--- src/dcfg_pkg.sv ---
// Package with constants and types for the device configuration and oscillator gain search block
package dcfg_pkg;
  // =========================================================
  // Register map
  localparam logic [15:0] SERIAL0_OFFSET = 16'h5020;
  localparam logic [15:0] SERIAL1_OFFSET = 16'h5024;
  localparam logic [15:0] SERIAL2_OFFSET = 16'h5028;
  localparam logic [15:0] SERIAL3_OFFSET = 16'h502c;
  localparam logic [15:0] SIGNATURE_OFFSET = 16'h5040;
  localparam logic [15:0] PROTECT_OFFSET = 16'h5044;
  localparam logic [15:0] CONFIG0_OFFSET = 16'h5048;
  localparam logic [15:0] STATUS_OFFSET = 16'h504c;
  // =========================================================
  // Field positions
  localparam int SIG_TOP_BIT = 31;
  localparam int CFG_TOP_BIT = 31;
  localparam int CFG_DEBUG_BIT = 30;
  localparam int CFG_AGC_BIT = 27;
  localparam int CFG_SETTLE_LSB = 24;
  localparam int PROT_LOCK_BIT = 28;
  // =========================================================
  // Erased-state values and codes
  localparam logic [31:0] SIGNATURE_ERASED = 32'h7fffffff;
  localparam logic [31:0] WORD_ERASED = 32'hffffffff;
  localparam logic [1:0] MODE_EXT_CLOCK = 2'h0;
  localparam logic [1:0] MODE_HS_CRYSTAL = 2'h2;
  localparam logic [4:0] MAX_STEPS = 5'h10;
  localparam logic [3:0] GAIN_LOWEST = 4'h0;
  // =========================================================
  // Settling times
  localparam int CLK_MHZ = 100;
  localparam real SETTLE_25_MS = 25.0;
  localparam real SETTLE_6P25_MS = 6.25;
  localparam real SETTLE_400_MS = 400.0;
  localparam real SETTLE_100_MS = 100.0;
  localparam int SETTLE_25_CYC = int'(SETTLE_25_MS * 1000.0) * CLK_MHZ;
  localparam int SETTLE_6P25_CYC = int'(SETTLE_6P25_MS * 1000.0) * CLK_MHZ;
  localparam int SETTLE_400_CYC = int'(SETTLE_400_MS * 1000.0) * CLK_MHZ;
  localparam int SETTLE_100_CYC = int'(SETTLE_100_MS * 1000.0) * CLK_MHZ;
  localparam logic [1:0] SEL_25 = 2'h3;
  localparam logic [1:0] SEL_6P25 = 2'h2;
  localparam logic [1:0] SEL_400 = 2'h1;
  localparam logic [1:0] SEL_100 = 2'h0;

  typedef enum logic [1:0] {
    DCFG_IDLE = 2'b00,
    DCFG_SETTLE = 2'b01,
    DCFG_LOCKED = 2'b11,
    DCFG_MANUAL = 2'b10
  } dcfg_agc_t;
endpackage

--- src/dcfg_core.sv ---
// Configuration word store, programmer port and oscillator gain search
`timescale 1ns/1ns
module dcfg_core
  import dcfg_pkg::*;
#(
  parameter logic [31:0] SERIAL0 = 32'h12345678, // Arbitrary value
  parameter logic [31:0] SERIAL1 = 32'h9abcdef0, // Arbitrary value
  parameter logic [31:0] SERIAL2 = 32'h0f1e2d3c, // Arbitrary value
  parameter logic [31:0] SERIAL3 = 32'h4b5a6978, // Arbitrary value
  parameter int SETTLE_25 = SETTLE_25_CYC,
  parameter int SETTLE_6P25 = SETTLE_6P25_CYC,
  parameter int SETTLE_400 = SETTLE_400_CYC,
  parameter int SETTLE_100 = SETTLE_100_CYC
) (
  input wire logic core_clk,
  input wire logic reset_n,
  input wire logic [15:0] regAddr,
  input wire logic [31:0] regWdata,
  input wire logic regWrite,
  input wire logic regRead,
  output logic [31:0] regRdata,
  input wire logic [1:0] primary_osc_mode_select,
  input wire logic oscRunning,
  input wire logic ampAboveLow,
  input wire logic ampBelowHigh,
  output logic [3:0] oscGain,
  output logic agcLocked,
  output logic agcFailed,
  output logic debugFull,
  output logic flashProtected
);
  // =========================================================
  // Non-volatile words
  logic [31:0] signatureWord = SIGNATURE_ERASED;
  logic [31:0] protectWord = WORD_ERASED;
  logic [31:0] configWord = WORD_ERASED;
  logic [31:0] configView;
  logic [31:0] liveConfig;
  logic liveProtect;
  logic loaded;
  logic [1:0] mode;
  logic [1:0] modeMeta;
  logic oscSync;
  logic oscMeta;
  logic lowSync;
  logic lowMeta;
  logic highSync;
  logic highMeta;
  logic syncReady;

  // Writes land in the store while the lock bit is set; a cleared lock bit blocks writes at once, the rest takes effect after the next reset
  // Cells stand for flash, so reset must not erase them
  always_ff @(posedge core_clk) begin
    if (regWrite) begin
      if (regAddr == SIGNATURE_OFFSET && protectWord[PROT_LOCK_BIT]) begin
        signatureWord <= regWdata;
      end
      if (regAddr == PROTECT_OFFSET && protectWord[PROT_LOCK_BIT]) begin
        protectWord <= regWdata;
      end
      if (regAddr == CONFIG0_OFFSET && protectWord[PROT_LOCK_BIT]) begin
        configWord <= regWdata;
      end
    end
  end

  // Sampled once after reset release
  always_ff @(posedge core_clk or negedge reset_n) begin
    if (!reset_n) begin
      loaded <= 1'b0;
      liveConfig <= WORD_ERASED;
      liveProtect <= 1'b1;
    end else if (!loaded) begin
      loaded <= 1'b1;
      liveConfig <= configView;
      liveProtect <= protectWord[PROT_LOCK_BIT];
    end
  end

  always_ff @(posedge core_clk or negedge reset_n) begin
    if (!reset_n) begin
      modeMeta <= MODE_EXT_CLOCK;
      mode <= MODE_EXT_CLOCK;
      oscMeta <= 1'b0;
      oscSync <= 1'b0;
      lowMeta <= 1'b0;
      lowSync <= 1'b0;
      highMeta <= 1'b0;
      highSync <= 1'b0;
      syncReady <= 1'b0;
    end else begin
      modeMeta <= primary_osc_mode_select;
      mode <= modeMeta;
      oscMeta <= oscRunning;
      oscSync <= oscMeta;
      lowMeta <= ampAboveLow;
      lowSync <= lowMeta;
      highMeta <= ampBelowHigh;
      highSync <= highMeta;
      // Mode reaches the second flop only one edge after loading
      syncReady <= loaded;
    end
  end

  assign debugFull = liveConfig[CFG_DEBUG_BIT];
  assign flashProtected = ~liveProtect;
  assign configView = {signatureWord[SIG_TOP_BIT], configWord[CFG_TOP_BIT-1:0]};

  // =========================================================
  // Register read port
  always_ff @(posedge core_clk or negedge reset_n) begin
    if (!reset_n) begin
      regRdata <= 32'h00000000;
    end else if (regRead) begin
      unique case (regAddr)
        SERIAL0_OFFSET: regRdata <= SERIAL0;
        SERIAL1_OFFSET: regRdata <= SERIAL1;
        SERIAL2_OFFSET: regRdata <= SERIAL2;
        SERIAL3_OFFSET: regRdata <= SERIAL3;
        SIGNATURE_OFFSET: regRdata <= liveProtect ? signatureWord : 32'h00000000;
        PROTECT_OFFSET: regRdata <= protectWord;
        CONFIG0_OFFSET: regRdata <= liveProtect ? configView : 32'h00000000;
        STATUS_OFFSET: regRdata <= {26'h0000000, agcFailed, agcLocked, oscGain};
        default: regRdata <= 32'h00000000;
      endcase
    end else begin
      regRdata <= 32'h00000000;
    end
  end

  // =========================================================
  // Automatic gain search
  function automatic int settleCycles(input logic [1:0] sel);
    case (sel)
      SEL_25: settleCycles = SETTLE_25;
      SEL_6P25: settleCycles = SETTLE_6P25;
      SEL_400: settleCycles = SETTLE_400;
      default: settleCycles = SETTLE_100;
    endcase
  endfunction

  dcfg_agc_t agcState;
  logic [31:0] waitCount;
  logic [4:0] stepCount;
  logic lockGood;
  logic [31:0] settleLimit;

  assign lockGood = oscSync & lowSync & highSync;
  assign settleLimit = 32'(settleCycles(liveConfig[CFG_SETTLE_LSB+1:CFG_SETTLE_LSB]));

  always_ff @(posedge core_clk or negedge reset_n) begin
    if (!reset_n) begin
      agcState <= DCFG_IDLE;
      waitCount <= 32'h00000000;
      stepCount <= 5'h00;
      oscGain <= GAIN_LOWEST;
      agcLocked <= 1'b0;
      agcFailed <= 1'b0;
    end else begin
      unique case (agcState)
        DCFG_IDLE: begin
          if (syncReady) begin
            if (liveConfig[CFG_AGC_BIT] && mode == MODE_HS_CRYSTAL) begin
              agcState <= DCFG_SETTLE;
              oscGain <= GAIN_LOWEST;
              stepCount <= 5'h01;
              waitCount <= 32'h00000000;
            end else begin
              agcState <= DCFG_MANUAL;
            end
          end
        end
        DCFG_SETTLE: begin
          if (waitCount + 32'h00000001 < settleLimit) begin
            waitCount <= waitCount + 32'h00000001;
          end else if (lockGood) begin
            agcState <= DCFG_LOCKED;
            agcLocked <= 1'b1;
          end else if (stepCount == MAX_STEPS) begin
            agcState <= DCFG_LOCKED;
            agcFailed <= 1'b1;
          end else begin
            oscGain <= oscGain + 4'h1;
            stepCount <= stepCount + 5'h01;
            waitCount <= 32'h00000000;
          end
        end
        DCFG_LOCKED: agcState <= DCFG_LOCKED;
        DCFG_MANUAL: agcState <= DCFG_MANUAL;
      endcase
    end
  end

  // =========================================================
  // Checks
  property p_step_bound;
    @(posedge core_clk) disable iff (!reset_n) stepCount <= MAX_STEPS;
  endproperty
  a_step_bound: assert property (p_step_bound) else $error("step count over limit");

  property p_gain_linear;
    @(posedge core_clk) disable iff (!reset_n)
      (agcState == DCFG_SETTLE && $past(agcState) == DCFG_SETTLE && oscGain != $past(oscGain))
      |-> oscGain == $past(oscGain) + 4'h1;
  endproperty
  a_gain_linear: assert property (p_gain_linear) else $error("gain did not step by one");

  property p_lock_cause;
    @(posedge core_clk) disable iff (!reset_n) $rose(agcLocked) |-> $past(lockGood);
  endproperty
  a_lock_cause: assert property (p_lock_cause) else $error("lock without good amplitude");

  property p_wait_before;
    @(posedge core_clk) disable iff (!reset_n)
      (agcState == DCFG_SETTLE && oscGain != $past(oscGain) && $past(agcState) == DCFG_SETTLE)
      |-> $past(waitCount) + 32'h00000001 >= settleLimit;
  endproperty
  a_wait_before: assert property (p_wait_before) else $error("step taken before settle");

  property p_manual_idle;
    @(posedge core_clk) disable iff (!reset_n) agcState == DCFG_MANUAL |-> !agcLocked && waitCount == 32'h00000000;
  endproperty
  a_manual_idle: assert property (p_manual_idle) else $error("search ran in manual mode");

  property p_hold;
    @(posedge core_clk) disable iff (!reset_n) loaded && $past(loaded) |-> $stable(liveConfig) && $stable(liveProtect);
  endproperty
  a_hold: assert property (p_hold) else $error("sampled words changed");

  property p_top_bit;
    @(posedge core_clk) disable iff (!reset_n)
      $rose(loaded) |-> liveConfig[CFG_TOP_BIT] == $past(signatureWord[SIG_TOP_BIT]);
  endproperty
  a_top_bit: assert property (p_top_bit) else $error("config top bit mismatch");

  property p_protect_read;
    @(posedge core_clk) disable iff (!reset_n)
      regRead && regAddr == CONFIG0_OFFSET && !liveProtect |=> regRdata == 32'h00000000;
  endproperty
  a_protect_read: assert property (p_protect_read) else $error("protected word readable");

  property p_serial;
    @(posedge core_clk) disable iff (!reset_n) regRead && regAddr == SERIAL0_OFFSET |=> regRdata == SERIAL0;
  endproperty
  a_serial: assert property (p_serial) else $error("serial word wrong");

  property p_debug;
    @(posedge core_clk) disable iff (!reset_n) $rose(loaded) |-> debugFull == $past(configWord[CFG_DEBUG_BIT]);
  endproperty
  a_debug: assert property (p_debug) else $error("debug boot level moved");

  property p_auto_off;
    @(posedge core_clk) disable iff (!reset_n)
      agcState == DCFG_IDLE && syncReady && !liveConfig[CFG_AGC_BIT] |=> agcState == DCFG_MANUAL;
  endproperty
  a_auto_off: assert property (p_auto_off) else $error("search started with automatic gain off");

  property p_mode_gate;
    @(posedge core_clk) disable iff (!reset_n)
      agcState == DCFG_IDLE && syncReady && mode != MODE_HS_CRYSTAL |=> agcState == DCFG_MANUAL;
  endproperty
  a_mode_gate: assert property (p_mode_gate) else $error("search started outside crystal mode");

  property p_start;
    @(posedge core_clk) disable iff (!reset_n)
      agcState == DCFG_IDLE && syncReady && liveConfig[CFG_AGC_BIT] && mode == MODE_HS_CRYSTAL
      |=> agcState == DCFG_SETTLE && oscGain == GAIN_LOWEST && stepCount == 5'h01;
  endproperty
  a_start: assert property (p_start) else $error("search did not start at lowest gain");

  property p_fail_cause;
    @(posedge core_clk) disable iff (!reset_n)
      $rose(agcFailed) |-> $past(stepCount) == MAX_STEPS && !$past(lockGood);
  endproperty
  a_fail_cause: assert property (p_fail_cause) else $error("search gave up early");

  property p_locked_hold;
    @(posedge core_clk) disable iff (!reset_n) agcState == DCFG_LOCKED |=> agcState == DCFG_LOCKED && $stable(oscGain);
  endproperty
  a_locked_hold: assert property (p_locked_hold) else $error("gain moved after lock");

  property p_one_outcome;
    @(posedge core_clk) disable iff (!reset_n) !(agcLocked && agcFailed);
  endproperty
  a_one_outcome: assert property (p_one_outcome) else $error("locked and failed together");

  property p_write_block;
    @(posedge core_clk) disable iff (!reset_n)
      regWrite && regAddr == CONFIG0_OFFSET && !protectWord[PROT_LOCK_BIT] |=> $stable(configWord);
  endproperty
  a_write_block: assert property (p_write_block) else $error("protected word altered");

  property p_serial_last;
    @(posedge core_clk) disable iff (!reset_n) regRead && regAddr == SERIAL3_OFFSET |=> regRdata == SERIAL3;
  endproperty
  a_serial_last: assert property (p_serial_last) else $error("last serial word wrong");

  property p_settle_default;
    @(posedge core_clk) disable iff (!reset_n)
      loaded && liveConfig[CFG_SETTLE_LSB+1:CFG_SETTLE_LSB] == SEL_25 |-> settleLimit == 32'(SETTLE_25);
  endproperty
  a_settle_default: assert property (p_settle_default) else $error("default settle time wrong");

  property p_sync_wait;
    @(posedge core_clk) disable iff (!reset_n) !syncReady |-> agcState == DCFG_IDLE;
  endproperty
  a_sync_wait: assert property (p_sync_wait) else $error("search began before inputs settled");
endmodule

--- config.mk ---
export PLATFORM = sky130hd
export DESIGN_NAME = dcfg_core
export DESIGN_NICKNAME = d
export VERILOG_FILES = /design/src/dcfg_pkg.sv /design/src/dcfg_core.sv
export SDC_FILE = /design/constraint.sdc
export NUM_CORES = 1
export LEC_CHECK = 0
export ABC_AREA = 1
export BUFFER_PORTS_ARGS = -buffer_cell sky130_fd_sc_hd__clkbuf_2
export CAP_MARGIN = 20
export CELL_PAD_IN_SITES_DETAIL_PLACEMENT = 1
export CELL_PAD_IN_SITES_GLOBAL_PLACEMENT = 1
export CORE_ASPECT_RATIO = 1.2
export CORE_UTILIZATION = 45
export CTS_CLUSTER_SIZE = 16
export DETAILED_ROUTE_END_ITERATION = 16
export PLACE_DENSITY = 0.82
export SYNTH_ARGS = -nofsm -noshare
export SYNTH_HDL_FRONTEND = slang
export SYNTH_SLANG_ARGS = --single-unit
--- constraint.sdc ---
create_clock -name core_clk -period 3.45 [get_ports core_clk]
set_input_delay 0.345 -clock core_clk [delete_from_list [all_inputs] [get_ports core_clk]]
set_output_delay 0.345 -clock core_clk [all_outputs]
set_load 0.01 [all_outputs]
# Word level (Yosys, flattened, before mapping)
# Index checks and enable logic that the tools add are counted.
dict set report totals {
  ff_bits 216
  out_inout_bits 40
}
dict set report classes {
  n_addsub 3
  order_cmp 1
  eq_ne 24
  muxes 29
  bitwise 5
  n_reduce_logical 14
}
# cell n
set op_table {}
lappend op_table {{$mux W32} 8}
lappend op_table {{$pmux W32 S8} 1}
lappend op_table {{$eq A16 B15 Y1 const B} 8}
lappend op_table {{$pmux W26 S3} 1}
lappend op_table {{$pmux W32 S2} 1}
lappend op_table {{$add A32 B1 Y32 const B} 1}
lappend op_table {{$lt A32 B32 Y1} 1}
lappend op_table {{$mux W5} 5}
lappend op_table {{$mux W4} 5}
lappend op_table {{$eq A2 B2 Y1 const B} 5}
lappend op_table {{$mux W2} 5}
lappend op_table {{$ne A2 B2 Y1 const B} 5}
lappend op_table {{$pmux W5 S2} 1}
lappend op_table {{$ne A3 B3 Y1 const B} 3}
lappend op_table {{$pmux W2 S4} 1}
lappend op_table {{$pmux W4 S2} 1}
lappend op_table {{$reduce_and A2 Y1} 3}
lappend op_table {{$reduce_and A3 Y1} 2}
lappend op_table {{$reduce_and A6 Y1} 1}
lappend op_table {{$add A5 B1 Y5 const B} 1}
lappend op_table {{$eq A5 B5 Y1 const B} 1}
lappend op_table {{$reduce_and A5 Y1} 1}
lappend op_table {{$add A4 B1 Y4 const B} 1}
lappend op_table {{$eq A2 B1 Y1 const B} 2}
lappend op_table {{other kinds (6)} 12}

# Longest topological paths before layout
# Gate-level depths: netlist of run 1.
dict set report logic_depth {
  depth_word 5
  ltp_mapped 23
  mapped_depth_nobuf 22
}

# Worst setup path before layout of run 1
# OpenSTA, ideal clock, no wires.
dict set report synth_path {
  path_kind {in2reg}
  from {input regAddr[9]}
  to {register signatureWord[0] (enable)}
  setup_ns 0.461
  t_arrival_ns 3.233
  path_slack_ns -0.244
  cell_stages 7
  cell_sequence {nor2_1 -> nand2_1 -> nor4_1 -> and2_1 -> buf_2 -> nand2_1 -> nor3_1}
}
dict set report synth_between {
  elab_chain_len 3
}
# element line_no
set synth_rtl {}
lappend synth_rtl {{from (decl)} dcfg_core.sv:17} ;# input wire logic [15:0] regAddr,
lappend synth_rtl {{$eq A16 B15 Y1} dcfg_core.sv:55} ;# if (regAddr == SIGNATURE_OFFSET && protectWord[PROT_LOCK_BIT]) begin
lappend synth_rtl {{$logic_and A1 B1 Y1} dcfg_core.sv:55}
lappend synth_rtl {{$reduce_and A2 Y1 (no line)} --}
lappend synth_rtl {{to (signal assigned)} dcfg_core.sv:56} ;# signatureWord <= regWdata;
lappend synth_rtl {{to (decl)} dcfg_core.sv:34} ;# logic [31:0] signatureWord = SIGNATURE_ERASED;
# No other way between the ends.
# A chain may end at the register's enable or synchronous reset.

# Final worst setup path of run 1
dict set report layout_path {
  from {register waitCount[12]}
  to {register waitCount[7]}
}
dict set report layout_between {
  elab_chain_len 4
}
# element line_no
set layout_rtl {}
lappend layout_rtl {{from (decl)} dcfg_core.sv:143} ;# logic [31:0] waitCount;
lappend layout_rtl {{from (signal assigned)} dcfg_core.sv:175} ;# waitCount <= waitCount + 32'h00000001;
lappend layout_rtl {{$add A32 B1 Y32 (*)} dcfg_core.sv:174} ;# if (waitCount + 32'h00000001 < settleLimit) begin
lappend layout_rtl {{$lt A32 B32 Y1 (*)} dcfg_core.sv:174}
lappend layout_rtl {{$ne A3 B3 Y1 (no line) or $mux W32 (tied branches)} --}
lappend layout_rtl {{$reduce_and A5 Y1 (no line) or $pmux W32 S2 (tied branches)} --}
# Every way passes the cells marked *; elsewhere a longest branch is shown, timed or not.

==> results of run 1 <==
[through the flow]
step                      setup WS, ns  power (W)  instance area [sq um]  cells
after floorplan                  0.558    0.00249                   8610    894
after CTS                       0.0767    0.00457                  10200   1276
final                            0.301    0.00453                  10200   1282
after global placement          0.0177    0.00258                   9490   1240
after global routing            0.0476    0.00466                  10200   1282
after detailed placement       -0.0167    0.00259                   9490   1240
[power by group through the flow]
stage / Clock, W / Sequential (W) / Combinational, W
2_1_floorplan: 0 / 0.00244 / 0.0000526
3_3_place_gp: 0 / 0.00245 / 0.000131
3_5_place_dp: 0 / 0.00245 / 0.000138
4_1_cts: 0.00202 / 0.00240 / 0.000143
5_1_grt: 0.00209 / 0.00240 / 0.000160
6_report: 0.00199 / 0.00240 / 0.000142
[synth_stat cells, types with 2 or more instances]
cell,instances,area share
a22oi_1,2,0.0017
xor2_1,14,0.014
buf_2,8,0.0047
inv_1,56,0.024
inv_2,2,0.00087
ha_1,30,0.044
and2_1,2,0.0015
a21oi_1,69,0.040
a21o_1,2,0.0017
o21ai_0,12,0.0070
o211ai_1,2,0.0017
nand3_1,70,0.041
dfrtp_1,89,0.26
o2bb2ai_1,4,0.0041
nor2_1,73,0.032
clkbuf_1,14,0.0061
nor2_2,8,0.0058
o21bai_1,2,0.0017
a31oi_1,4,0.0029
nor3_1,10,0.0058
nand4_1,5,0.0036
dfstp_2,5,0.015
nor4_1,3,0.0022
nand2_1,290,0.13
xnor2_1,10,0.010
edfxtp_1,95,0.33
nand2_2,2,0.0015
[critical path, stage by stage (launching register included)]
cell and delay, ns:
dfrtp_1 0.41, nand2_1 0.14, nor2_1 0.24, nand2_1 0.12
nor3_1 0.38, xnor2_1 0.17, inv_1 0.08, ha_1 0.31
a21oi_1 0.12, o21ai_0 0.11, a21oi_1 0.19, nand2_1 0.09
nand2_2 0.13, nand3_4 0.18, buf_4 0.22, nand3_1 0.08
nand2_1 0.06
[final timing paths]
check / depth (start not counted) / startpoint / to
min in group asynchronous: 1 / reset_n / regRdata[29]
min reg2reg: 0 / oscMeta / oscSync
max in group asynchronous: 2 / reset_n / waitCount[8]
max: 16 / waitCount[12] / waitCount[7]
min: 1 / primary_osc_mode_select[1] / modeMeta[1]
max reg2reg: 16 / waitCount[12] / waitCount[7]
[timing repair]
| action | in CTS | in global routing |
|---|---|---|
| setup buffers | 0 | 5 |
| setup endpoints to repair | 11 | 43 |
| cloned | 0 | 1 |
| pin swaps | 0 | 1 |
| hold buffers | 4 | 0 |
| hold endpoints to repair | 4 | 0 |
| resized for setup | 1 | 7 |
[cell families after synthesis]
kind of cell               count (synthesis)
adders and majority gates                 30
AOI/OAI and AO/OA                         98
other                                      1
xor gates and xnor gates                  24
buffers and inverters                     85
DFF                                      189
and+or+nand+nor                          467
[routing by layer]
metal	wire length (microns)	up-vias	part of all wire	track usage
met2	13200	185	0.54	0.464
li1	-	3212	-	-
met1	9220	3377	0.38	0.293
met4	812	0	0.033	0.128
met5	0	-	0	0
met3	1180	52	0.048	0.0515
[sequential cells by signal (all words and copies together), names as in the netlist, 2 cells and up]
signal / cells
protectWord: 32
agcState: 2
stepCount: 5
oscGain: 4
regRdata: 32
modeMeta: 2
mode: 2
waitCount: 32
liveConfig: 4
signatureWord: 32
configWord: 31
[layout make-up]
type,count,area (sq um),area share
Multi-Input combinational cell,621,3110,0.304
Tap cell,256,320,0.0313
Clock inverter,15,193,0.0189
Timing Repair Buffer,124,728,0.0713
Sequential cell,189,5210,0.510
Inverter,60,230,0.0225
Clock buffer,17,425,0.0416
==> run summary, run 1 <==
status - complete, no violations
final period utilization - 0.913
fmax - 318 MHz
most common cell after layout, fill and taps aside - nand2_1
chip width - 128 microns
initial DRC count - 320
Post-synth ARST share - 0.497
total global routing track utilization - 0.260
Worst-path clk slew - 0.07 ns
first-pass GRT wire length - 38.3 mm
Flop pwr share - 0.530
simple-gate portion of the synthesized area - 0.224
full die area - 19700 sq um
CP arrival - 3.47 ns
CP required - 3.77 ns
Critical Path Sink Type - register
unrepaired setup endpoints after global routing - no
GPL Wtd Cong - 0.875
Antenna diodes - 0
pwr dens - 443 nW/um^2
Hold Worst Slack - 0.0234 ns
vias - 6826
synth warn - 0
share of cells above drive strength 1 - 0.178
Setup TNS - 0 ns
Via density - 5.32
# Max-Cap Violations - 0
DIE HEIGHT - 153 microns
Worst Tran Pin Value - 1.00 ns
crit path time final - 3.15 ns
switch share - 0.245
largest net degree at the start of global routing - 72
# nets final - 1100
CTS tree - yes
final core utilization - 0.544
H-tree depth - 4
Hold Vio Cnt, Final - 0
Clock Latency Late Sink - 0.44 ns
WL final - 24.4 mm
critical path type - reg -> reg
initial antenna violation count - 0
VDD IR max - 0.355 mV
Comb pwr share - 0.031
# setup viols final - 0
CTS sink count - 189
Seq cells post-synth - 189
Root Driver - clkbuf_16
Worst Hold Class - in -> reg
Max-slew headroom - 0.330
CP max FO - 7
Net Count, Synth - 981
Post-DRT Antenna Nets - 0
Syn Area/Cell - 9.62 sq um
internal power - 0.00342 W
register area share after synthesis - 0.606
post-synthesis cell type count - 38
Longest Clk Path Bufs - 2
Syn Std Cell Area - 8600 sq um
clock power share - 0.439
filler instances - 2151
router iterations before antenna repair - 4
Synth Area in Compound Gates - 0.0617
DP Wirelength - 16.8 mm
r2r setup slk - 0.30 ns
Post-synth EDFFs - 95
cells after synthesis - 894
adder-cell share of the synthesized area - 0.0436
Fin Clk Skew - 0.0134 ns
initial core utilization - 0.458
startpoint types - register
largest family of logic cells by synthesized area - simple AND/OR/NAND/NOR gates
Main synth FF type - edfxtp_1
GR Overflow Total - 0
Routed WL per cell - 19.0 microns
Static Leak - 4.58 nW
IO Count - 97
Core Footprint - 18800 sq um
XOR/XNOR Fraction of Synth Area - 0.0244
post-synthesis mux area share - 0
commonest non-fill, non-tap cells in the layout - nand2_1 (288), edfxtp_1 (95), clkbuf_2 (95)
max-slew violations - 0
Synth-to-Final Area Change - 18.8%
vias in the first global route - 7339
# DRC - 0
Psw - 0.00111 W
clock buffer count from CTS - 17
I/O Buffers - 96
num rows - 55
Note: power is estimated with default switching activity, not from simulation.
==> inputs of run 2 (changes only) <==
- BUFFER_PORTS_ARGS: -buffer_cell sky130_fd_sc_hd__clkbuf_2 -> -buffer_cell sky130_fd_sc_hd__buf_2
- CORE_UTILIZATION: 45 -> 40
- PLACE_DENSITY: 0.82 -> 0.75
==> run 2 against run 1 <==
  * Sequential share of layout area is 0.34 points lower
  * Critical endpoint is now oscGain[2]
  * Via count is 0.38% higher
  * Sequential cell count stayed put
  * Clock-buffer cell count stayed put
  * Worst setup slack worse by 0.12 ns
  * Largest power group unchanged
  * Non-clock buffer count is 1 lower
  * Final area is 0.66% higher
  * Clock skew is 0.0052 ns lower
  * Power is 3.5% higher
  * Largest cell class unchanged
  * Register-to-register slack worse by 0.12 ns
==> run summary, run 2 (synthesized netlist as in run 1, its figures left out) <==
status - complete, no violations
pwr dens - 456 nW/um^2
# DRC - 0
Core Footprint - 21000 sq um
worst path cell trace - ha_1 -> nand2_1 -> inv_2 -> nand2_1 -> nor3_2 -> nand2_1 -> xnor2_1 -> ha_1 -> nand2_1 -> inv_1 -> nand3_1 -> inv_1 -> a21oi_1 -> nand2_1 -> nand2_4 -> nand3_4 -> clkbuf_4 -> buf_4 -> nand3_1 -> nand2_1
initial core utilization - 0.409
CP required - 3.78 ns
Sequential Area - 5210 sq um
CP max FO - 5
VDD IR max - 0.330 mV
GR Overflow Total - 0
GPL Wtd Cong - 0.860
Worst-path clk slew - 0.08 ns
Via density - 5.28
CP max-delay cell - dfrtp_1
crit path time final - 3.27 ns
chip width - 136 microns
final period utilization - 0.948
clock buffer count from CTS - 17
critical path type - reg -> reg
CTS sink count - 189
Post-DRT Antenna Nets - 0
max-slew violations - 0
H-tree depth - 4
vias in the first global route - 7351
Clock Latency Late Sink - 0.44 ns
Routed WL per cell - 19.2 microns
Max-slew headroom - 0.316
Hold Vio Cnt, Final - 0
# Max-Cap Violations - 0
total global routing track utilization - 0.234
multi-input combinational cell area - 3140 sq um
Worst Slack Setup Final - 0.179 ns
most common cell after layout, fill and taps aside - nand2_1
fmax - 306 MHz
Fin Clk Skew - 0.00826 ns
final core utilization - 0.489
vias - 6852
I/O Buffers - 96
Static Leak - 4.65 nW
largest net degree at the start of global routing - 55
startpoint types - register
first-pass GRT wire length - 38.8 mm
num rows - 58
IO Count - 97
share of cells above drive strength 1 - 0.181
DP Wirelength - 16.9 mm
router iterations before antenna repair - 5
post-place setup slack - 0.0654 ns
Worst Hold Class - in -> reg
CTS tree - yes
DIE HEIGHT - 163 microns
# nets final - 1099
CP peak stage delay - 0.42 ns
full die area - 22100 sq um
Longest Clk Path Bufs - 2
initial DRC count - 291
Worst Tran Pin Value - 1.02 ns
r2r setup slk - 0.18 ns
Critical Path Sink Type - register
# setup viols final - 0
commonest non-fill, non-tap cells in the layout - nand2_1 (286), edfxtp_1 (95), buf_2 (95)
Root Driver - clkbuf_16
Critical Path Most Common Cell - nand2_1
initial antenna violation count - 4
Synth-to-Final Area Change - 19.6%
filler instances - 2399
CP arrival - 3.60 ns
WL final - 24.9 mm
-- run 2: final cells by class --
| type | count | area share |
|---|---|---|
| repair buffers | 123 | 0.0691 |
| multi-input cells | 621 | 0.305 |
| well taps | 270 | 0.0328 |
| clock inverters | 15 | 0.0223 |
| inverters | 60 | 0.0224 |
| diodes | 2 | 0.000486 |
| clock buffers | 17 | 0.0414 |
| flip-flops and latches | 189 | 0.507 |
-- run 2: what timing repair did --
action                     4_1_cts  5_1_grt
setup endpoints to repair       17       43
hold buffers                     5        0
hold endpoints to repair         9        0
gates cloned                     0        1
gates resized for setup          1       14
pin swaps                        0        1
setup buffers                    0        3
-- run 2: power breakdown --
| group | internal (W) | switching (W) |
|---|---|---|
| clock | 0.00104 | 0.00110 |
| sequential | 0.00238 | 0.0000179 |
| combinational | 0.0000508 | 0.0000909 |
-- run 2: stage by stage --
step	cell area [sq um]	instances	setup TNS, ns	total power, W	hold WS [ns]
finish	10300	1297	0	0.00469	0.0191
global placement	9490	1254	0	0.00258	0.332
CTS	10200	1291	0	0.00474	0.00326
detailed placement	9490	1254	0	0.00259	0.336
floorplan	8610	894	0	0.00249	0.0494
global route	10300	1297	-0.189	0.00483	0.00212
-- run 2: worst paths after layout --
kind,start,end,cells after the start
max,waitCount[1],oscGain[2],20
min,primary_osc_mode_select[1],modeMeta[1],1
min in group asynchronous,reset_n,regRdata[23],2
min reg2reg,lowMeta,lowSync,0
max in group asynchronous,reset_n,waitCount[2],3
max reg2reg,waitCount[1],oscGain[2],20
-- run 2: per-layer routing --
metal	routed length, microns	part of all wire	up-vias	track usage
li1	-	-	3207	-
met1	9670	0.39	3421	0.269
met3	958	0.038	48	0.0411
met4	662	0.027	4	0.0788
met2	13600	0.55	172	0.435
met5	28	0.0011	-	0
-- run 2: worst max-delay path, delay by kind of cell, from the launching register on --
family          cells  cell delay, ns
fa+ha+maj           2            0.51
compound gates      1            0.15
buf+inv             5            0.54
xor+xnor            1            0.27
simple gates       11            1.28
flops               1            0.42
==> inputs of run 3 (changes only) <==
- CTS_BUF_LIST: default -> sky130_fd_sc_hd__clkbuf_2
==> run 3 against run 2 <==
  * Cell count up 2.9%
  * First-iteration DRC count is 29% higher
  * Power is 16% lower
  * Critical endpoint is now waitCount[14]
  * Highest routed layer is now met4
  * Register-to-register slack improved by 0.08 ns
  * Critical path depth is the same
  * Clock power is 38% lower
  * Fmax up 2.4%
  * Wire length is 1.0% lower
==> run summary, run 3 (synthesized netlist as in run 1, its figures left out) <==
vias - 6908
Root Driver - clkbuf_2
Max-slew headroom - 0.304
first-pass GRT wire length - 38.8 mm
Worst Hold Class - in -> async
cell area after layout - 10300 sq um
final period utilization - 0.926
Post-DRT Antenna Nets - 0
Via density - 5.17
Setup TNS - 0 ns
# Max-Cap Violations - 0
share of cells above drive strength 1 - 0.176
initial core utilization - 0.409
max-slew violations - 0
# DRC - 0
CTS tree - yes
Critical Path Sink Type - register
post-place setup slack - 0.0654 ns
full die area - 22100 sq um
num rows - 58
total power - 0.00392 W
Static Leak - 4.68 nW
commonest non-fill, non-tap cells in the layout - nand2_1 (287), edfxtp_1 (95), buf_2 (95)
Worst Slack Setup Final - 0.256 ns
# nets final - 1138
DP Wirelength - 16.9 mm
Longest Clk Path Bufs - 2
CP arrival - 3.95 ns
worst path cell trace - ha_1 -> nand2_1 -> inv_2 -> nand2_1 -> nor3_2 -> nand2_1 -> xnor2_1 -> ha_1 -> nand2_1 -> inv_1 -> nand3_1 -> inv_1 -> a21oi_1 -> nand2_1 -> nand2_4 -> nand3_4 -> buf_6 -> buf_4 -> nand3_1 -> nand2_1
CP required - 4.21 ns
VDD IR max - 0.271 mV
router iterations before antenna repair - 4
CTS sink count - 189
DIE HEIGHT - 163 microns
largest net degree at the start of global routing - 55
initial DRC count - 375
startpoint types - register
critical path type - reg -> reg
Critical Path Most Common Cell - nand2_1
Clock Latency Late Sink - 0.84 ns
Worst-path clk slew - 0.39 ns
crit path time final - 3.19 ns
most common cell after layout, fill and taps aside - nand2_1
CP peak stage delay - 0.47 ns
CP max-delay cell - dfrtp_1
clock buffer count from CTS - 17
I/O Buffers - 96
H-tree depth - 4
WL final - 24.7 mm
# setup viols final - 0
Synth-to-Final Area Change - 20.1%
fmax - 313 MHz
unrepaired setup endpoints after global routing - no
GR Overflow Total - 0
Core Footprint - 21000 sq um
filler instances - 2412
Fin Clk Skew - 0.0639 ns
r2r setup slk - 0.26 ns
pwr dens - 379 nW/um^2
IO Count - 97
Buf/Inv on CP - 5
placed cell area - 9490 sq um
total global routing track utilization - 0.234
status - complete, no violations
chip width - 136 microns
Worst path top cell family by delay - simple AND/OR/NAND/NOR gates
initial antenna violation count - 1
CP max FO - 6
GPL Wtd Cong - 0.860
Hold Vio Cnt, Final - 0
vias in the first global route - 7479
Worst Tran Pin Value - 1.04 ns
Routed WL per cell - 18.5 microns
==> run 3: cell count changes in the layout (fill, tap and decap cells not counted), sizes merged <==
cell,change
clkbuf,-1
dlygate4sd3,+38
buf,+2
diode,-1
==> run 3: layout make-up <==
cell class	count	area (sq um)	share of cell area
Clock inverter	15	229	0.0222
Multi-Input combinational cell	621	3140	0.304
Antenna cell	1	2.50	0.000242
Inverter	60	233	0.0225
Timing Repair Buffer	162	1090	0.105
Tap cell	270	338	0.0327
Clock buffer	17	85.1	0.00824
Sequential cell	189	5210	0.505
==> run 3: final timing paths <==
kind                         startpoint             end  depth (start not counted)
max                        waitCount[1]   waitCount[14]                         20
min                             reset_n     regRdata[9]                          2
max reg2reg                waitCount[1]   waitCount[14]                         20
min reg2reg                     lowMeta         lowSync                          0
max in group asynchronous       reset_n  liveConfig[25]                          3
min in group core_clk        regAddr[2]    regRdata[30]                          5
==> run 3: metrics by stage <==
step,cells,utilization,hold WS (ns)
global placement,1254,0.451,0.332
global route,1335,0.491,0.0123
CTS,1329,0.486,0.00364
floorplan,894,-,0.0494
detailed placement,1254,0.451,0.336
finish,1335,0.491,0.0645
==> run 3: repair_timing <==
action / 4_1_cts / 5_1_grt
pin swaps: 0 / 1
hold buffers: 43 / 0
gates resized for setup: 1 / 17
setup endpoints to repair: 11 / 44
gates cloned: 0 / 1
hold endpoints to repair: 155 / 0
setup buffers: 0 / 4
==> run 3: per-layer routing <==
| metal | GRT usage | vias to the layer above | wire (microns) |
|---|---|---|---|
| met5 | 0 | - | 0 |
| met4 | 0.0818 | 0 | 488 |
| met3 | 0.0358 | 34 | 765 |
| met2 | 0.430 | 140 | 13500 |
| met1 | 0.273 | 3459 | 9900 |
| li1 | - | 3275 | - |
==> run 3: power breakdown <==
group / leakage (nW) / internal (W) / switching (W)
clock network: 0.177 / 0.000322 / 0.00101
logic: 2.38 / 0.0000774 / 0.0000974
registers: 2.11 / 0.00239 / 0.0000177
